File: src/dsp_pkg.sv
// Shared constants and types for the data strobe pin control block
package dsp_pkg;
  // ----------------------------------------------------------------
  // Extended mode register fields
  // ----------------------------------------------------------------
  localparam int EMR_COMP_DIS_BIT = 10;
  localparam int EMR_RDQS_EN_BIT  = 11;
  localparam int EMR_OP_W         = 13;

  // ----------------------------------------------------------------
  // Reset values and burst shape
  // ----------------------------------------------------------------
  localparam logic       RST_DIFF_EN = 1'b0;
  localparam logic       RST_RDQS_EN = 1'b0;
  localparam logic [2:0] BURST_BEATS = 3'h4;
  localparam int         LANE_SYNC_W = 10;

  // ----------------------------------------------------------------
  // Types
  // ----------------------------------------------------------------
  typedef enum logic [1:0] {
    CFG_X4  = 2'h0,
    CFG_X8  = 2'h1,
    CFG_X16 = 2'h2
  } dsp_width_t;

  typedef enum logic [1:0] {
    ST_IDLE  = 2'h0,
    ST_READ  = 2'h1,
    ST_WRITE = 2'h2
  } dsp_state_t;
endpackage

File: src/dsp_lane_if.sv
// Signals between the strobe controller and one byte capture lane
`timescale 1ns/1ps
interface dsp_lane_if;
  logic       strobeIn;
  logic [7:0] dqIn;
  logic       dmIn;
  logic       enable;
  logic       useMask;
  logic       capEdge;
  logic       capValid;
  logic [7:0] capData;

  modport lane (input strobeIn, dqIn, dmIn, enable, useMask,
                output capEdge, capValid, capData);
  modport ctrl (output strobeIn, dqIn, dmIn, enable, useMask,
                input capEdge, capValid, capData);
endinterface

File: src/dsp_strobe_lane.sv
// One byte lane: samples its own write strobe, data and mask pins
`timescale 1ns/1ps
module dsp_strobe_lane import dsp_pkg::*; (
  // Clock and reset
  input  wire logic sys_clk,
  input  wire logic rst,
  // Controller side
  dsp_lane_if.lane  lane
);
  typedef struct packed {
    logic [LANE_SYNC_W-1:0] s1;
    logic [LANE_SYNC_W-1:0] s2;
    logic [LANE_SYNC_W-1:0] s3;
    logic                   lvl;
    logic                   edgeP;
    logic                   capValid;
    logic [7:0]             capData;
  } dsp_lane_state_t;

  dsp_lane_state_t st_q;
  dsp_lane_state_t st_d;
  logic            strobeEdge;

  // Bit 9 mask, bit 8 strobe, bits 7:0 data; all three stages move together
  assign strobeEdge = (st_q.s2[8] == st_q.s3[8]) && (st_q.s3[8] != st_q.lvl);

  always_comb begin
    st_d          = st_q;
    st_d.s1       = {lane.dmIn, lane.strobeIn, lane.dqIn};
    st_d.s2       = st_q.s1;
    st_d.s3       = st_q.s2;
    st_d.edgeP    = 1'b0;
    st_d.capValid = 1'b0;
    if (strobeEdge) begin
      st_d.lvl = st_q.s3[8];
      // Both strobe edges take a beat; the mask is sampled with it
      if (lane.enable) begin
        st_d.edgeP = 1'b1;
        if (!(lane.useMask && st_q.s3[9])) begin
          st_d.capValid = 1'b1;
          st_d.capData  = st_q.s3[7:0];
        end
      end
    end
  end

  always_ff @(posedge sys_clk) begin
    if (rst) begin
      st_q <= '0;
    end else begin
      st_q <= st_d;
    end
  end

  assign lane.capEdge  = st_q.edgeP;
  assign lane.capValid = st_q.capValid;
  assign lane.capData  = st_q.capData;

  masked_drop_a: assert property (@(posedge sys_clk) disable iff (rst)
    (lane.enable && lane.useMask && strobeEdge && st_q.s3[9])
      |=> (st_q.edgeP && !st_q.capValid))
    else $error("masked write beat was not discarded");

  beat_capture_a: assert property (@(posedge sys_clk) disable iff (rst)
    (lane.enable && strobeEdge && !st_q.s3[9])
      |=> (st_q.capValid && st_q.capData == $past(st_q.s3[7:0])))
    else $error("unmasked write beat lost or wrong");
endmodule

File: src/dsp_strobe_ctrl.sv
// Data strobe pin control for a DDR2 memory device data interface
`timescale 1ns/1ps
module dsp_strobe_ctrl import dsp_pkg::*; (
  // Clock and reset
  input  wire logic                sys_clk,
  input  wire logic                rst,
  // Configuration and extended mode load
  input  wire dsp_width_t          cfgWidth,
  input  wire logic                emrLoad,
  input  wire logic [EMR_OP_W-1:0] emrOp,
  // Core read side
  input  wire logic                rdStart,
  input  wire logic [15:0]         rdBeat,
  output wire logic                rdTake,
  // Core write side
  input  wire logic                wrStart,
  output wire logic [15:0]         wrData,
  output wire logic [1:0]          wrByteValid,
  output wire logic                busy,
  // Link clock
  input  wire logic                ck,
  // Data and mask pins
  input  wire logic [15:0]         dqIn,
  output wire logic [15:0]         dqOut,
  output wire logic [1:0]          dqDrvN,
  input  wire logic                ldmIn,
  input  wire logic                udmIn,
  // Lower strobe pair
  input  wire logic                ldqsIn,
  output wire logic                ldqsOut,
  output wire logic                ldqsDrvN,
  output wire logic                ldqsCompOut,
  output wire logic                ldqsCompDrvN,
  // Upper strobe pair
  input  wire logic                udqsIn,
  output wire logic                udqsOut,
  output wire logic                udqsDrvN,
  output wire logic                udqsCompOut,
  output wire logic                udqsCompDrvN,
  // Redundant strobe pair
  output wire logic                rdqsOut,
  output wire logic                rdqsDrvN,
  output wire logic                rdqsCompOut,
  output wire logic                rdqsCompDrvN
);
  // ----------------------------------------------------------------
  // State
  // ----------------------------------------------------------------
  typedef struct packed {
    dsp_state_t  state;
    logic        diffEn;
    logic        rdqsEn;
    logic        ckS1;
    logic        ckS2;
    logic        ckS3;
    logic        ckLvl;
    logic [2:0]  beatCnt;
    logic [15:0] dqOut;
    logic        strobe;
  } dsp_top_state_t;

  localparam dsp_top_state_t ST_RST = '{
    state:   ST_IDLE,
    diffEn:  RST_DIFF_EN,
    rdqsEn:  RST_RDQS_EN,
    ckS1:    1'b0,
    ckS2:    1'b0,
    ckS3:    1'b0,
    ckLvl:   1'b0,
    beatCnt: 3'h0,
    dqOut:   16'h0000,
    strobe:  1'b0
  };

  dsp_top_state_t st_q;
  dsp_top_state_t st_d;
  logic           ckEdge;
  logic           reading;
  logic           isX8;
  logic           isX16;

  dsp_lane_if lowIf ();
  dsp_lane_if upIf ();

  // ----------------------------------------------------------------
  // Byte lanes
  // ----------------------------------------------------------------
  // Each lane sees only its own strobe, data byte and mask
  assign lowIf.strobeIn = ldqsIn;
  assign lowIf.dqIn     = dqIn[7:0];
  assign lowIf.dmIn     = ldmIn;
  assign lowIf.enable   = (st_q.state == ST_WRITE);
  // On x8 the mask ball doubles as the redundant strobe; once that is on,
  // nothing drives a mask there during writes, so the ball is disregarded
  assign lowIf.useMask  = !(isX8 && st_q.rdqsEn);
  assign upIf.strobeIn  = udqsIn;
  assign upIf.dqIn      = dqIn[15:8];
  assign upIf.dmIn      = udmIn;
  assign upIf.enable    = (st_q.state == ST_WRITE) && isX16;
  assign upIf.useMask   = 1'b1;

  dsp_strobe_lane lowLane (
    .sys_clk (sys_clk),
    .rst     (rst),
    .lane    (lowIf)
  );

  dsp_strobe_lane upLane (
    .sys_clk (sys_clk),
    .rst     (rst),
    .lane    (upIf)
  );

  // ----------------------------------------------------------------
  // Control
  // ----------------------------------------------------------------
  // CK is asynchronous to sys_clk; both its edges pace read beats
  assign ckEdge = (st_q.ckS2 == st_q.ckS3) && (st_q.ckS3 != st_q.ckLvl);
  assign isX8   = (cfgWidth == CFG_X8);
  assign isX16  = (cfgWidth == CFG_X16);

  always_comb begin
    st_d      = st_q;
    st_d.ckS1 = ck;
    st_d.ckS2 = st_q.ckS1;
    st_d.ckS3 = st_q.ckS2;
    if (ckEdge) begin
      st_d.ckLvl = st_q.ckS3;
    end
    case (st_q.state)
      ST_IDLE: begin
        // Mode loads only take effect between bursts
        if (emrLoad) begin
          st_d.diffEn = !emrOp[EMR_COMP_DIS_BIT];
          st_d.rdqsEn = emrOp[EMR_RDQS_EN_BIT];
        end
        if (rdStart) begin
          st_d.state   = ST_READ;
          st_d.beatCnt = 3'h0;
          st_d.strobe  = 1'b0;
        end else if (wrStart) begin
          st_d.state   = ST_WRITE;
          st_d.beatCnt = 3'h0;
        end
      end
      ST_READ: begin
        if (ckEdge) begin
          if (st_q.beatCnt == BURST_BEATS) begin
            st_d.state = ST_IDLE;
          end else begin
            // Data and strobe flip in the same cycle: edge aligned
            st_d.dqOut   = rdBeat;
            st_d.strobe  = !st_q.strobe;
            st_d.beatCnt = st_q.beatCnt + 3'h1;
          end
        end
      end
      ST_WRITE: begin
        // Lower lane strobe edges count the burst, masked beats included
        if (lowIf.capEdge) begin
          st_d.beatCnt = st_q.beatCnt + 3'h1;
          if (st_q.beatCnt == BURST_BEATS - 3'h1) begin
            st_d.state = ST_IDLE;
          end
        end
      end
      default: begin
        st_d.state = ST_IDLE;
      end
    endcase
  end

  always_ff @(posedge sys_clk) begin
    if (rst) begin
      st_q <= ST_RST;
    end else begin
      st_q <= st_d;
    end
  end

  // ----------------------------------------------------------------
  // Outputs
  // ----------------------------------------------------------------
  assign reading      = (st_q.state == ST_READ);
  assign rdTake       = reading && ckEdge && (st_q.beatCnt != BURST_BEATS);
  assign busy         = (st_q.state != ST_IDLE);
  assign wrData       = {upIf.capData, lowIf.capData};
  assign wrByteValid  = {upIf.capValid, lowIf.capValid};
  assign dqOut        = st_q.dqOut;
  // Device drives strobes and data only while reading; writes leave pins to the controller
  assign dqDrvN       = {!(reading && isX16), !reading};
  assign ldqsOut      = st_q.strobe;
  assign ldqsDrvN     = !reading;
  assign ldqsCompOut  = !st_q.strobe;
  assign ldqsCompDrvN = !(reading && st_q.diffEn);
  assign udqsOut      = st_q.strobe;
  assign udqsDrvN     = !(reading && isX16);
  assign udqsCompOut  = !st_q.strobe;
  assign udqsCompDrvN = !(reading && isX16 && st_q.diffEn);
  assign rdqsOut      = st_q.strobe;
  assign rdqsDrvN     = !(reading && isX8 && st_q.rdqsEn);
  assign rdqsCompOut  = !st_q.strobe;
  assign rdqsCompDrvN = !(reading && isX8 && st_q.rdqsEn && st_q.diffEn);

  // ----------------------------------------------------------------
  // Checks
  // ----------------------------------------------------------------
  read_edge_align_a: assert property (@(posedge sys_clk) disable iff (rst)
    rdTake |=> (ldqsOut != $past(ldqsOut)) && (dqOut == $past(rdBeat)))
    else $error("read strobe edge not aligned with read data");

  read_drive_a: assert property (@(posedge sys_clk) disable iff (rst)
    (st_q.state == ST_IDLE && rdStart) |=> (!ldqsDrvN && !dqDrvN[0]) [*2])
    else $error("device not driving strobe with read data");

  write_release_a: assert property (@(posedge sys_clk) disable iff (rst)
    (st_q.state == ST_WRITE) |-> (ldqsDrvN && udqsDrvN && rdqsDrvN && dqDrvN == 2'h3))
    else $error("device drove pins during a write");

  upper_lane_a: assert property (@(posedge sys_clk) disable iff (rst)
    (!udqsDrvN || upIf.enable) |-> isX16)
    else $error("upper strobe used outside sixteen-bit mode");

  comp_disable_a: assert property (@(posedge sys_clk) disable iff (rst)
    (st_q.state == ST_IDLE && emrLoad && emrOp[EMR_COMP_DIS_BIT])
      |=> (ldqsCompDrvN && udqsCompDrvN && rdqsCompDrvN) [*2])
    else $error("complement strobe driven while disabled");

  comp_follow_a: assert property (@(posedge sys_clk) disable iff (rst)
    !ldqsCompDrvN |-> (st_q.diffEn && !ldqsDrvN && ldqsCompOut == !ldqsOut))
    else $error("complement strobe driven without differential mode");

  rdqs_read_a: assert property (@(posedge sys_clk) disable iff (rst)
    !rdqsDrvN |-> (reading && isX8 && st_q.rdqsEn && rdqsOut == ldqsOut))
    else $error("redundant strobe driven outside an x8 read");

  rdqs_comp_a: assert property (@(posedge sys_clk) disable iff (rst)
    !rdqsCompDrvN |-> (st_q.rdqsEn && st_q.diffEn && !rdqsDrvN))
    else $error("redundant complement strobe driven when not enabled");

  mask_ball_a: assert property (@(posedge sys_clk) disable iff (rst)
    (isX8 && !st_q.rdqsEn) |-> (lowIf.useMask && rdqsDrvN))
    else $error("shared ball not treated as mask with redundant strobe off");
endmodule

File: config.mk
export PLATFORM = sky130hd
export DESIGN_NAME = dsp_strobe_ctrl
export DESIGN_NICKNAME = d
export VERILOG_FILES = /design/src/dsp_pkg.sv /design/src/dsp_lane_if.sv /design/src/dsp_strobe_lane.sv /design/src/dsp_strobe_ctrl.sv
export SDC_FILE = /design/constraint.sdc
export NUM_CORES = 1
export LEC_CHECK = 0
export BUFFER_PORTS_ARGS = -buffer_cell sky130_fd_sc_hd__buf_2
export CELL_PAD_IN_SITES_DETAIL_PLACEMENT = 1
export CELL_PAD_IN_SITES_GLOBAL_PLACEMENT = 1
export CORE_MARGIN = 2
export CORE_UTILIZATION = 35
export DETAILED_ROUTE_END_ITERATION = 6
export GPL_TIMING_DRIVEN = 0
export PLACE_DENSITY = 0.78
export SLEW_MARGIN = 20
export SYNTH_ARGS = -nofsm -noshare
export SYNTH_HDL_FRONTEND = slang
export SYNTH_SLANG_ARGS = --single-unit
export TNS_END_PERCENT = 10
File: constraint.sdc
create_clock -name sys_clk -period 1.7 [get_ports sys_clk]
set_input_delay 0.34 -clock sys_clk [delete_from_list [all_inputs] [get_ports sys_clk]]
set_output_delay 0.34 -clock sys_clk [all_outputs]
set_load 0.03 [all_outputs]
* Word-level counts from Yosys, hierarchy flattened
Index checks and enable logic that the tools add are counted.
** Cells by class
- Multipliers :: 0
- Div/mod/pow operators :: 0
- Equality and inequality tests :: 20
- Order comparisons :: 0
- $add $sub $neg :: 1
- Bitwise operators :: 7
- Multiplexer cells :: 18
- Reductions and logical operators :: 37
- Shift operators :: 0
** Operators with widths (number)
- 2-to-1 mux 20 bit :: 2
- 2-to-1 mux 9 bit :: 2
- logical AND 1 bit :: 14
- 2-to-1 mux 2 bit :: 6
- 2-to-1 mux 10 bit :: 1
- AND reduction 5 bit :: 2
- logical NOT 1 bit :: 9
- 2-to-1 mux 3 bit :: 3
- case mux 3 bit (3 select lines) :: 1
- AND reduction 3 bit :: 3
- inverter 1 bit :: 7
- inequality test 2 x 1 -> 1 bit, second input constant :: 3
- inequality test 2 bit, second input constant :: 3
- inequality test 3 bit, second input constant :: 2
- case mux 2 bit (3 select lines) :: 1
- OR reduction 3 bit :: 2
- == test 2 x 1 -> 1 bit, second input constant :: 2
- == test 2 bit, second input constant :: 2
- AND reduction 4 bit :: 1
- nonzero test 2 bit :: 2
- adder 3 x 1 -> 3 bit, second input constant :: 1
- == test 1 bit :: 3
- == test 3 x 2 -> 1 bit, second input constant :: 1
- == test 3 bit, second input constant :: 1
- other kinds (7) :: 9
** Word-level totals
- Bits in read-only memories :: 0
- Bits in latches :: 0
- Flip-flop bits (word level) :: 109
- Logic and storage cells :: 106
- Memories :: 0
- Input port bits :: 57
- Output and inout bits :: 50
- Memory bits (writable) :: 0

* Longest topological paths before layout
Gate-level depths: netlist of the first run.
- Depth in word-level cells :: 6
- Depth in mapped cells :: 8
- Mapped depth without buffers :: 7

* By module
From an unflattened synthesis of the first run, not the netlist that was laid out.
** Second synthesis, totals
- Cells, all modules :: 411
- Area, all modules :: 4145.2 sq um
** By module, submodules not included
- dsp_strobe_lane :: cells each 117, area each 1358.8 sq um, instances 2, sequential area each 820.8 sq um
- dsp_strobe_ctrl :: cells each 177, area each 1427.6 sq um, instances 1, sequential area each 560.5 sq um

* Worst setup path before layout of the first run
No wires, ideal clock.
- Path kind :: reg-to-output
- Start :: register st_q[27] (netlist name)
- End :: output dqDrvN[1]
- Setup slack :: -0.031 ns
- Data required time :: 1.360 ns
- Buffers on the path :: 2
- Arrival :: 1.391 ns
- Stages on the path, launching flop included :: 6
- Path through :: dfxtp_1 > inv_1 > ha_1 > clkbuf_1 > nand2_1 > buf_4
** On the way
- Cells in the longest elaborated chain, start to end :: 3
** RTL lines
- start: declaration :: RTL line dsp_strobe_ctrl.sv:75 : dsp_top_state_t st_q;
- start signal: assignment :: RTL line dsp_strobe_ctrl.sv:177 : st_q <= st_d;
- == test 2 x 1 -> 1 bit :: RTL line dsp_strobe_ctrl.sv:184 : assign reading = (st_q.state == ST_READ);
- logical AND 1 bit
- logical NOT 1 bit
- end: declaration :: RTL line dsp_strobe_ctrl.sv:25 : output wire logic [1:0] dqDrvN,
No other way between the ends.

* Final worst setup path of the first run
- Start :: register st_q[20] (netlist name)
- End :: output rdTake
** On the way
- Cells in the longest elaborated chain, start to end :: 4
** RTL lines
- inequality test 1 bit :: RTL line dsp_strobe_ctrl.sv:118 : assign ckEdge = (st_q.ckS2 == st_q.ckS3) && (st_q.ckS3 != st_q.ckLvl);
- logical AND 1 bit :: RTL line dsp_strobe_ctrl.sv:118
- logical AND 1 bit (2 in a row) :: RTL line dsp_strobe_ctrl.sv:185 : assign rdTake = reading && ckEdge && (st_q.beatCnt != BURST_BEATS);
- end: declaration :: RTL line dsp_strobe_ctrl.sv:14 : output wire logic rdTake,
No other way between the ends.

==> qor.txt, run 1 <==
Layout cells sized above 1: 38.1%
Outcome: complete, but fails checks
Post-Route Utilization: 46.1%
Slowest stage delay, CP: 0.36 ns
Routability cong.: 0.704
Worst-Margin Slew: 0.548 ns
RSZ-0062 raised after global routing: true
Clock-pin slew on the worst setup and hold paths: 0.11 ns
List of most frequent post-synthesis cells: dfxtp_1 (109), nor2b_1 (66), buf_4 (43), nand2_1 (43), a21oi_1 (25)
Fin crit period: 1.74 ns
HPWL after DPL: 5890 um
Arrival time worst endpoint: 1.40 ns
Distinct cells, synth: 32
Die height: 109 um
Num CTS Buffers: 9
Post-synthesis cell area: 0.00389 mm^2
Max_cap viols: 0
Clock Sinks: 109
Antenna-violating nets left: 0
1st-iter DRT viols: 38
WP data required: 1.36 ns
Final hold violations: 0
Classification of the worst setup path: reg2out
PnR worst setup slack: -0.0428 ns
Switching Share: 27.8%
Worst-path cell chain: and3b_2 > o211ai_4 > inv_4 > buf_6
Peak VDD IR: 495 uV
Fillers: 1261
Vias: 2765
Pwr dens: 998 mW/mm^2
Initial Util: 35.9%
GRT Overall Usage: 13.6%
Post-synth EDFFs: 0
Die Wd: 109 um
Slew HR: 63.5%
Switch Pwr: 1.38 mW
Skew final: 0.0120 ns
Gate power share: 15.8%
Core Rows: 38
Setup violators final: 2
Fin Hold WS: 0.176 ns
Pleak: 2.25 nW
Reg power frac: 54.1%
Fraction of registers with async set/reset: 0%
Top achievable clock speed: 574 MHz
Final cell count without fillers: 649
Main synth FF type: dfxtp_1
Routed wire length: 7980 um
CP Launch Type: register
Top cell type's share of synthesized area: 56.0%
Crit. End Element: output port
HP Class: in2reg
Wire per inst: 12.3 um
Largest net degree at the start of global routing: 21
Remaining DRCs: 0
Cells after DPL: 623
ANT cells: 0
Die area: 0.0120 mm^2
YS warnings: 0
#FFs+latches synth: 109
Syn_area_per_cell: 10.0 um^2
Maximum clock path buffer count: 2
Clk root buf: clkbuf_8
CTS tree: yes
Port bufs: 94
Synth area leaders: dfxtp_1 (56%), nor2b_1 (11%), buf_4 (8.3%), mux2i_1 (4.6%), nand2_1 (4.1%)
Clock Latency Late Sink: 0.37 ns
Area growth, synth to finish: 28.2%
Num ports: 107
Slowest CP cell: dfxtp_2
Vias per inst: 4.26
Most frequent cell after synthesis: dfxtp_1
Post-Syn Instances: 389
First-pass GRT wire length: 12700 um
Max-slew violation count: 0
Nets: 568
Clock power share: 30.2%
Crit-path max FO: 4
DR pass1 iterations: 4
Syn nets: 453
Core Area: 0.0108 mm^2
Failing checks: negative setup slack
Largest area contributor in the netlist: dfxtp_1
Internal power: 3.60 mW
Final Cycle Share: 103%
Vias in the first global route: 2815
H-tree Lvls: 3
Total power: 4.98 mW
Post-synthesis sequential area ratio: 56.0%
Remaining Overflow, GRT: 0
Antenna violations before repair: 0
registers in the layout, summed over array words and instances (netlist names), 2 cells and up:
name                  cells
dqOut                    16
lowLane.lane.capData      8
st_q                      9
st_d                      2
lowLane.st_d             20
upLane.st_d              20
lowLane.st_q             11
upLane.lane.capData       8
upLane.st_q              11
layer usage:
| layer | wire length [um] | GRT usage [%] | vias to the layer above |
|---|---|---|---|
| met5 | 0 | 0 | - |
| met4 | 105 | 4.88 | 0 |
| met3 | 356 | 2.96 | 7 |
| met2 | 4250 | 25.8 | 56 |
| met1 | 3270 | 14.8 | 1274 |
| li1 | - | - | 1428 |
logic make-up (layout without fill, tap and decap cells):
group / count (synthesis) / after routing / synth area share [%]
buffers and inverters: 67 / 187 / 10.6
flip-flops: 109 / 109 / 56.0
AND/OR/NAND/NOR: 149 / 149 / 20.5
AO/OA/AOI/OAI: 39 / 39 / 6.01
multiplexers: 18 / 18 / 4.63
adder cells (fa/ha/maj): 7 / 7 / 2.25
cells in the final DEF, fill, tap and decap left out, drive strengths merged, types with 2 or more instances in the layout:
cell type  synthesis  final
a21oi             25     25
and3b              3      3
buf               44    147
clkbuf            12     23
clkinv             0      3
dfxtp            109    109
ha                 7      7
inv               11     14
mux2i             18     18
nand2             43     43
nand2b             5      5
nand3              4      4
nand4              2      2
nand4b             2      2
nor2              20     20
nor2b             66     66
nor3b              2      2
o21ai              7      7
worst max-delay path: cells and delay by family (launching register included):
kind / cells / cell delay (ns)
DFF: 1 / 0.36
AOI/OAI and AO/OA: 1 / 0.24
and+or+nand+nor: 1 / 0.25
buffers and inverters: 2 / 0.19
layout make-up:
cell class	count	area, um^2	share of cell area [%]
clock buffers	10	128	2.56
flip-flops and latches	109	2190	43.9
well taps	140	175	3.51
plain buffers	55	389	7.79
clock inverters	6	67.6	1.35
multi-input cells	213	1380	27.6
repair buffers	105	613	12.3
inverters	11	46.3	0.927
per-stage QoR:
step | setup TNS (ns) | area (um^2) | setup WS, ns
floorplan | 0 | 3900 | 0.0265
global placement | -1.82 | 4540 | -0.196
detailed placement | -2.72 | 4540 | -0.231
CTS | -0.140 | 4900 | -0.0610
global route | -0.481 | 4990 | -0.0942
finish | -0.0595 | 4990 | -0.0428
worst paths after layout:
kind / start / end / slack, ns / depth (start not counted)
max: st_q[20] / rdTake / -0.04 / 4
min: dqIn[7] / lowLane.st_d[28] / 0.18 / 2
max reg2reg: st_q[17] / st_q[27] / 0.04 / 8
min reg2reg: st_d[22] / st_d[21] / 0.45 / 1
timing repair:
item	CTS	global route
hold buffers	0	0
buffers inserted	9	2
pin swaps	4	5
setup endpoints to repair	15	23
gates resized for setup	30	25
power by group through the flow:
stage	registers, mW	clock network [mW]	logic, mW
final	2.69	1.50	0.785
after global routing	2.71	1.66	0.866
after CTS	2.69	1.56	0.746
after detailed placement	2.74	0	0.607
after global placement	2.73	0	0.589
after floorplan	2.73	0	0.427
Power figures use the tool's default switching activity.
==> run 2, diff against run 1 <==
ABC_AREA = 1   (was default)
CORE_UTILIZATION = 34   (was 35)
clock period = 1.6 ns   (was 1.7 ns; I/O delays follow)
==> run 2 against run 1 <==
The run ends with design-rule violations, negative setup slack left. Final cell count up 19%. Combinational power up 120%. Clock power up 55%. Count of clock-buffer cells in the layout down 1. Non-clock buffer count down 1. Core utilization down 0.76 points. Sequential cell count unchanged. Wire length up 18%. Sequential share of layout area down 2.0 points. Largest power group unchanged.
==> qor.txt, run 2 <==
H-tree Lvls: 3 (unchanged)
Antenna-violating nets left: 0 (unchanged)
Final cell count without fillers: 771 (+19%)
Outcome: complete, but fails checks
Classification of the worst setup path: reg2out
Peak VDD IR: 512 uV (+3.5%)
Post-Syn Instances: 509 (+31%)
Fin crit period: 1.65 ns
WP data required: 1.28 ns (-0.08 ns)
Cts hold-fix bufs: 0 (unchanged)
Antenna violations before repair: 0 (unchanged)
Die height: 113 um (+3.4%)
Top achievable clock speed: 606 MHz
Core Rows: 39 (+2.6%)
1st-iter DRT viols: 102 (+170%)
Largest net degree at the start of global routing: 21 (unchanged)
Vias: 3294 (+19%)
GRT Overall Usage: 15.0% (+1.4 points)
Die area: 0.0128 mm^2 (+7.0%)
Syn_area_per_cell: 7.97 um^2 (-20%)
Post-synthesis cell area: 0.00406 mm^2 (+4.2%)
Wire per inst: 12.2 um (-0.54%)
Remaining DRCs: 12 (+12)
Final Cycle Share: 103%
Post-Route Utilization: 45.3% (-0.76 points)
Fillers: 1426 (+13%)
Pwr dens: 1350 mW/mm^2 (+35%)
Num CTS Buffers: 9 (unchanged)
R2R Path Start: st_q[27]
Clock Sinks: 109 (unchanged)
CP Launch Type: register
Final hold violations: 0 (unchanged)
Clk root buf: clkbuf_16
Crit-path max FO: 2 (-2)
Num ports: 107 (unchanged)
Layout cells sized above 1: 31.4% (-6.7 points)
Arrival time worst endpoint: 1.33 ns (-0.07 ns)
Commonest non-fill, non-tap cell in the layout: nor2_1
Die Wd: 113 um (+3.4%)
Largest area contributor in the netlist: dfxtp_1
Critical path origin: st_q[18]
Port bufs: 94 (unchanged)
HP Class: in2reg
Slew HR: 61.6% (-1.9 points)
Max-slew violation count: 0 (unchanged)
Clock-pin slew on the worst setup and hold paths: 0.08 ns (-0.03 ns)
Clock Latency Late Sink: 0.35 ns (-0.02 ns)
Cells after DPL: 746 (+20%)
YS warnings: 0 (unchanged)
Fin Hold WS: 0.138 ns (-0.0385 ns)
Routed wire length: 9430 um (+18%)
Top cell type's share of synthesized area: 53.8% (-2.2 points)
Setup crit end: rdTake
Vias per inst: 4.27 (+0.28%)
PnR worst setup slack: -0.0501 ns (-0.00725 ns)
Synth area leaders: dfxtp_1 (54%), nor2_1 (12%), inv_1 (8.0%), buf_4 (7.6%), nand2_1 (4.3%)
Flop-to-flop setup slack: 0.10 ns (+0.06 ns)
ANT cells: 0 (unchanged)
List of most frequent post-synthesis cells: nor2_1 (127), dfxtp_1 (109), inv_1 (86), nand2_1 (46), buf_4 (41)
Main synth FF type: dfxtp_1
Maximum clock path buffer count: 2 (unchanged)
Routability cong.: 0.799 (+14%)
R2r worst-path depth: 9 (+1)
First-pass GRT wire length: 15400 um (+20%)
Setup violators final: 6 (+4)
Nets: 687 (+21%)
Worst-Margin Slew: 0.576 ns (+0.0288 ns)
Remaining Overflow, GRT: 0 (unchanged)
Skew final: 0.00824 ns (-0.00378 ns)
Post-synth EDFFs: 0 (unchanged)
DR pass1 iterations: 6 (+2)
Max_cap viols: 0 (unchanged)
RSZ-0062 raised after global routing: true
#FFs+latches synth: 109 (unchanged)
Core Area: 0.0115 mm^2 (+6.2%)
Fraction of registers with async set/reset: 0% (unchanged)
Vias in the first global route: 3413 (+21%)
Post-synthesis sequential area ratio: 53.8% (-2.2 points)
Most frequent cell after synthesis: nor2_1
Syn nets: 573 (+26%)
CTS tree: yes
Distinct cells, synth: 23 (-28%)
Area growth, synth to finish: 28.6%
Most frequent cells in the layout: nor2_1 (126), dfxtp_1 (105), buf_2 (91), inv_1 (81), buf_4 (53)
HPWL after DPL: 6850 um (+16%)
Crit. End Element: output port
Worst r2r dst: st_q[26]
Pleak: 2.58 nW (+14%)
Initial Util: 35.2% (-0.70 points)
Failing checks: design-rule violations, negative setup slack
==> run 2: cell types whose count changed after synthesis, moves of 5 or more <==
cell,delta
a21oi_1,-9
inv_1,+76
mux2i_1,-18
nand2b_1,-5
nand3_1,+7
nand4_1,+7
nor2_1,+108
nor2b_1,-66
o21ai_0,+19
==> run 2: logic make-up after synthesis <==
logic type | Yosys count | synth area share, %
buffers and inverters | 146 | 17.9
AND/OR/NAND/NOR | 204 | 20.8
adder cells (fa/ha/maj) | 7 | 2.16
flip-flops | 109 | 53.8
AO/OA/AOI/OAI | 43 | 5.30
==> run 2: stage by stage <==
stage	worst slack (ns)	power, mW	setup TNS [ns]	cell area, um^2
6_report	-0.0501	7.02	-0.140	5220
5_1_grt	-0.110	7.39	-0.469	5220
4_1_cts	-0.0833	7.03	-0.425	5210
3_5_place_dp	-0.186	4.38	-0.186	4710
3_3_place_gp	-0.144	4.31	-0.144	4710
2_1_floorplan	0.107	3.98	0	4060
==> run 2: how the worst min path moves through the flow <==
stage,start,to,slack [ns],depth (start not counted)
after floorplan,lowLane.st_d[21],lowLane.st_d[11],0.39,2
final,emrOp[10],st_q[25],0.14,2
after global routing,emrOp[10],st_q[25],0.14,2
after global placement,st_d[22],st_d[21],0.39,2
after detailed placement,upLane.st_d[29],upLane.st_d[19],0.40,2
after CTS,emrOp[10],st_q[25],0.13,2
==> run 2: area by class of cell <==
| cell class | count | area, um^2 | area share (%) |
|---|---|---|---|
| Timing Repair Buffer | 105 | 593 | 11.4 |
| Buffer | 54 | 365 | 7.00 |
| Clock inverter | 7 | 91.3 | 1.75 |
| Inverter | 90 | 355 | 6.81 |
| Tap cell | 143 | 179 | 3.43 |
| Multi-Input combinational cell | 254 | 1220 | 23.4 |
| Sequential cell | 109 | 2190 | 41.9 |
| Clock buffer | 9 | 225 | 4.32 |
==> run 2: worst max-delay path, cell delays in order (launching register included) <==
cell and delay [ns]:
dfxtp_2 0.34, inv_2 0.05, ha_4 0.16, nand2_4 0.07
nand2_4 0.05, inv_4 0.07, nand2_8 0.07, inv_12 0.06
buf_8 0.11
==> run 2: power by group <==
| group | internal (mW) | leakage [nW] | total, mW | switching [mW] |
|---|---|---|---|---|
| combinational | 0.685 | 1.53 | 1.74 | 1.05 |
| sequential | 2.87 | 0.892 | 2.97 | 0.102 |
| clock | 1.26 | 0.157 | 2.32 | 1.06 |
==> run 2: layer usage <==
layer  GRT usage, %  wire length [um]  up-vias
met2           29.5              4930       86
met1           15.7              3860     1488
li1               -                 -     1704
met4           5.85               173        0
met5              0                 0        -
met3           2.73               472       16
==> run 2: timing repair <==
| item | 4_1_cts | 5_1_grt |
|---|---|---|
| gates resized for setup | 36 | 8 |
| buffers inserted | 11 | 0 |
| setup endpoints to repair | 10 | 21 |
| gates cloned | 0 | 0 |
| pin swaps | 4 | 2 |
==> run 3, diff against run 2 <==
ABC_AREA = 0   (was 1)
CORE_UTILIZATION = 35   (was 34)
==> run 3 against run 2 <==
The flow finishes with violations (negative setup slack). Sequential cell count stayed put. Power is 20% lower. Via count is 13% lower. First-iteration DRC count is 33% lower. Critical path depth is 2 lower. Final cell count is 15% lower. Sequential share of layout area is 1.2 points higher. Clock skew is 0.0037 ns higher. Hold slack better by 0.013 ns. Combinational power is 35% lower.
==> qor.txt, run 3 (synthesized netlist as in run 1, its figures left out) <==
Slew HR: 62.5% (+0.96 points)
CTS tree: yes
Remaining DRCs: 0 (-12)
Crit path max-delay family: buffers and inverters
Remaining Overflow, GRT: 0 (unchanged)
Post-Route Utilization: 47.1% (+1.8 points)
Die area: 0.0120 mm^2 (-6.5%)
WP data required: 1.28 ns (about the same)
Die Wd: 109 um (-3.3%)
Clk root buf: clkbuf_8
Fin crit period: 1.74 ns (+0.0875 ns)
Fin Hold WS: 0.151 ns (+0.0129 ns)
Top achievable clock speed: 576 MHz (-5.0%)
Vias: 2861 (-13%)
Arrival time worst endpoint: 1.42 ns (+0.09 ns)
Core Area: 0.0108 mm^2 (-5.9%)
Setup violators final: 14 (+8)
H-tree Lvls: 3 (unchanged)
Crit. End Element: output port
Most Frequent Cell on Critical Path: buf_6
Commonest non-fill, non-tap cell in the layout: dfxtp_1
GRT Overall Usage: 14.1% (-0.90 points)
Final Cycle Share: 109% (+5.5 points)
Core Rows: 38 (-2.6%)
Slowest stage delay, CP: 0.35 ns (about the same)
Slowest CP cell: dfxtp_2
RSZ-0062 raised after global routing: true
Maximum clock path buffer count: 2 (unchanged)
Area growth, synth to finish: 31.0%
DR pass1 iterations: 4 (-2)
Peak VDD IR: 504 uV (-1.6%)
Setup_tns: -0.820 ns (-0.680 ns)
Die height: 109 um (-3.3%)
Vias per inst: 4.38 (+2.5%)
ANT cells: 0 (unchanged)
1st-iter DRT viols: 68 (-33%)
Num CTS Buffers: 9 (unchanged)
Routability cong.: 0.712 (-11%)
Crit-path max FO: 7 (+5)
Pleak: 2.30 nW (-11%)
Clock Sinks: 109 (unchanged)
Vias in the first global route: 2871 (-16%)
Wire per inst: 13.1 um (+7.2%)
Failing checks: negative setup slack
CP Launch Type: register
CP Buf/Inv Count: 4 (unchanged)
Most frequent cells in the layout: dfxtp_1 (99), buf_2 (84), nor2b_1 (65), buf_4 (53), nand2_1 (40)
Clock Latency Late Sink: 0.37 ns (+0.02 ns)
Max_cap viols: 0 (unchanged)
Final cell count without fillers: 653 (-15%)
Pwr dens: 1100 mW/mm^2 (-18%)
Final hold violations: 0 (unchanged)
Nets: 573 (-17%)
Num ports: 107 (unchanged)
Cells after DPL: 623 (-16%)
Clock-pin slew on the worst setup and hold paths: 0.10 ns (+0.02 ns)
Antenna-violating nets left: 0 (unchanged)
Worst-Margin Slew: 0.562 ns (-0.0144 ns)
PnR worst setup slack: -0.138 ns (-0.0875 ns)
HPWL after DPL: 5780 um (-16%)
Outcome: complete, but fails checks
Worst-path cell chain: inv_4 > ha_4 > clkbuf_16 > nand2_4 > buf_6 > buf_6
Classification of the worst setup path: reg2out
Initial Util: 35.9% (+0.70 points)
Largest net degree at the start of global routing: 17 (-19%)
Routed wire length: 8560 um (-9.2%)
Layout cells sized above 1: 40.0% (+8.6 points)
Skew final: 0.0119 ns (+0.00366 ns)
Port bufs: 94 (unchanged)
First-pass GRT wire length: 13100 um (-15%)
Max-slew violation count: 0 (unchanged)
HP Class: in2reg
Antenna violations before repair: 0 (unchanged)
run 3: report_power, final:
group	switching, mW	leakage [nW]	internal [mW]
Combinational	0.546	1.31	0.586
Sequential	0.0559	0.895	2.81
Clock	0.878	0.0992	0.757
run 3: per-layer routing:
layer	vias to the layer above	routed length [um]	global-route usage [%]
li1	1436	-	-
met1	1344	3370	15.1
met2	65	4530	25.9
met3	16	479	4.62
met4	0	178	5.15
met5	-	0	0
run 3: per-stage QoR:
stage	total power [mW]	instance area (um^2)	setup WS, ns
2_1_floorplan	3.35	3900	0.0591
3_3_place_gp	3.53	4540	-0.266
3_5_place_dp	3.56	4540	-0.326
4_1_cts	5.41	4970	-0.129
5_1_grt	5.92	5100	-0.204
6_report	5.63	5100	-0.138
run 3: path summary, 6_finish.rpt:
kind,end,slack (ns),cells after the start,startpoint
worst max-delay path,dqDrvN[1],-0.14,6,st_q[27]
worst min-delay path,st_q[25],0.15,2,emrOp[10]
worst max register to register,st_q[19],-0.04,8,st_q[27]
worst min register to register,upLane.st_d[12],0.44,1,upLane.st_d[22]
run 3: what timing repair did:
action,CTS,global route
pin swaps,7,9
hold buffers,0,0
cloned,0,0
setup endpoints to repair,32,35
setup buffers,11,5
gates resized for setup,47,24
run 3: final cells by class:
type | instances | area, um^2
Inverter | 11 | 52.6
Sequential cell | 109 | 2200
Buffer | 55 | 398
Fill cell | 1235 | 5740
Clock inverter | 4 | 48.8
Timing Repair Buffer | 110 | 669
Tap cell | 140 | 175
Multi-Input combinational cell | 213 | 1420
Clock buffer | 11 | 141
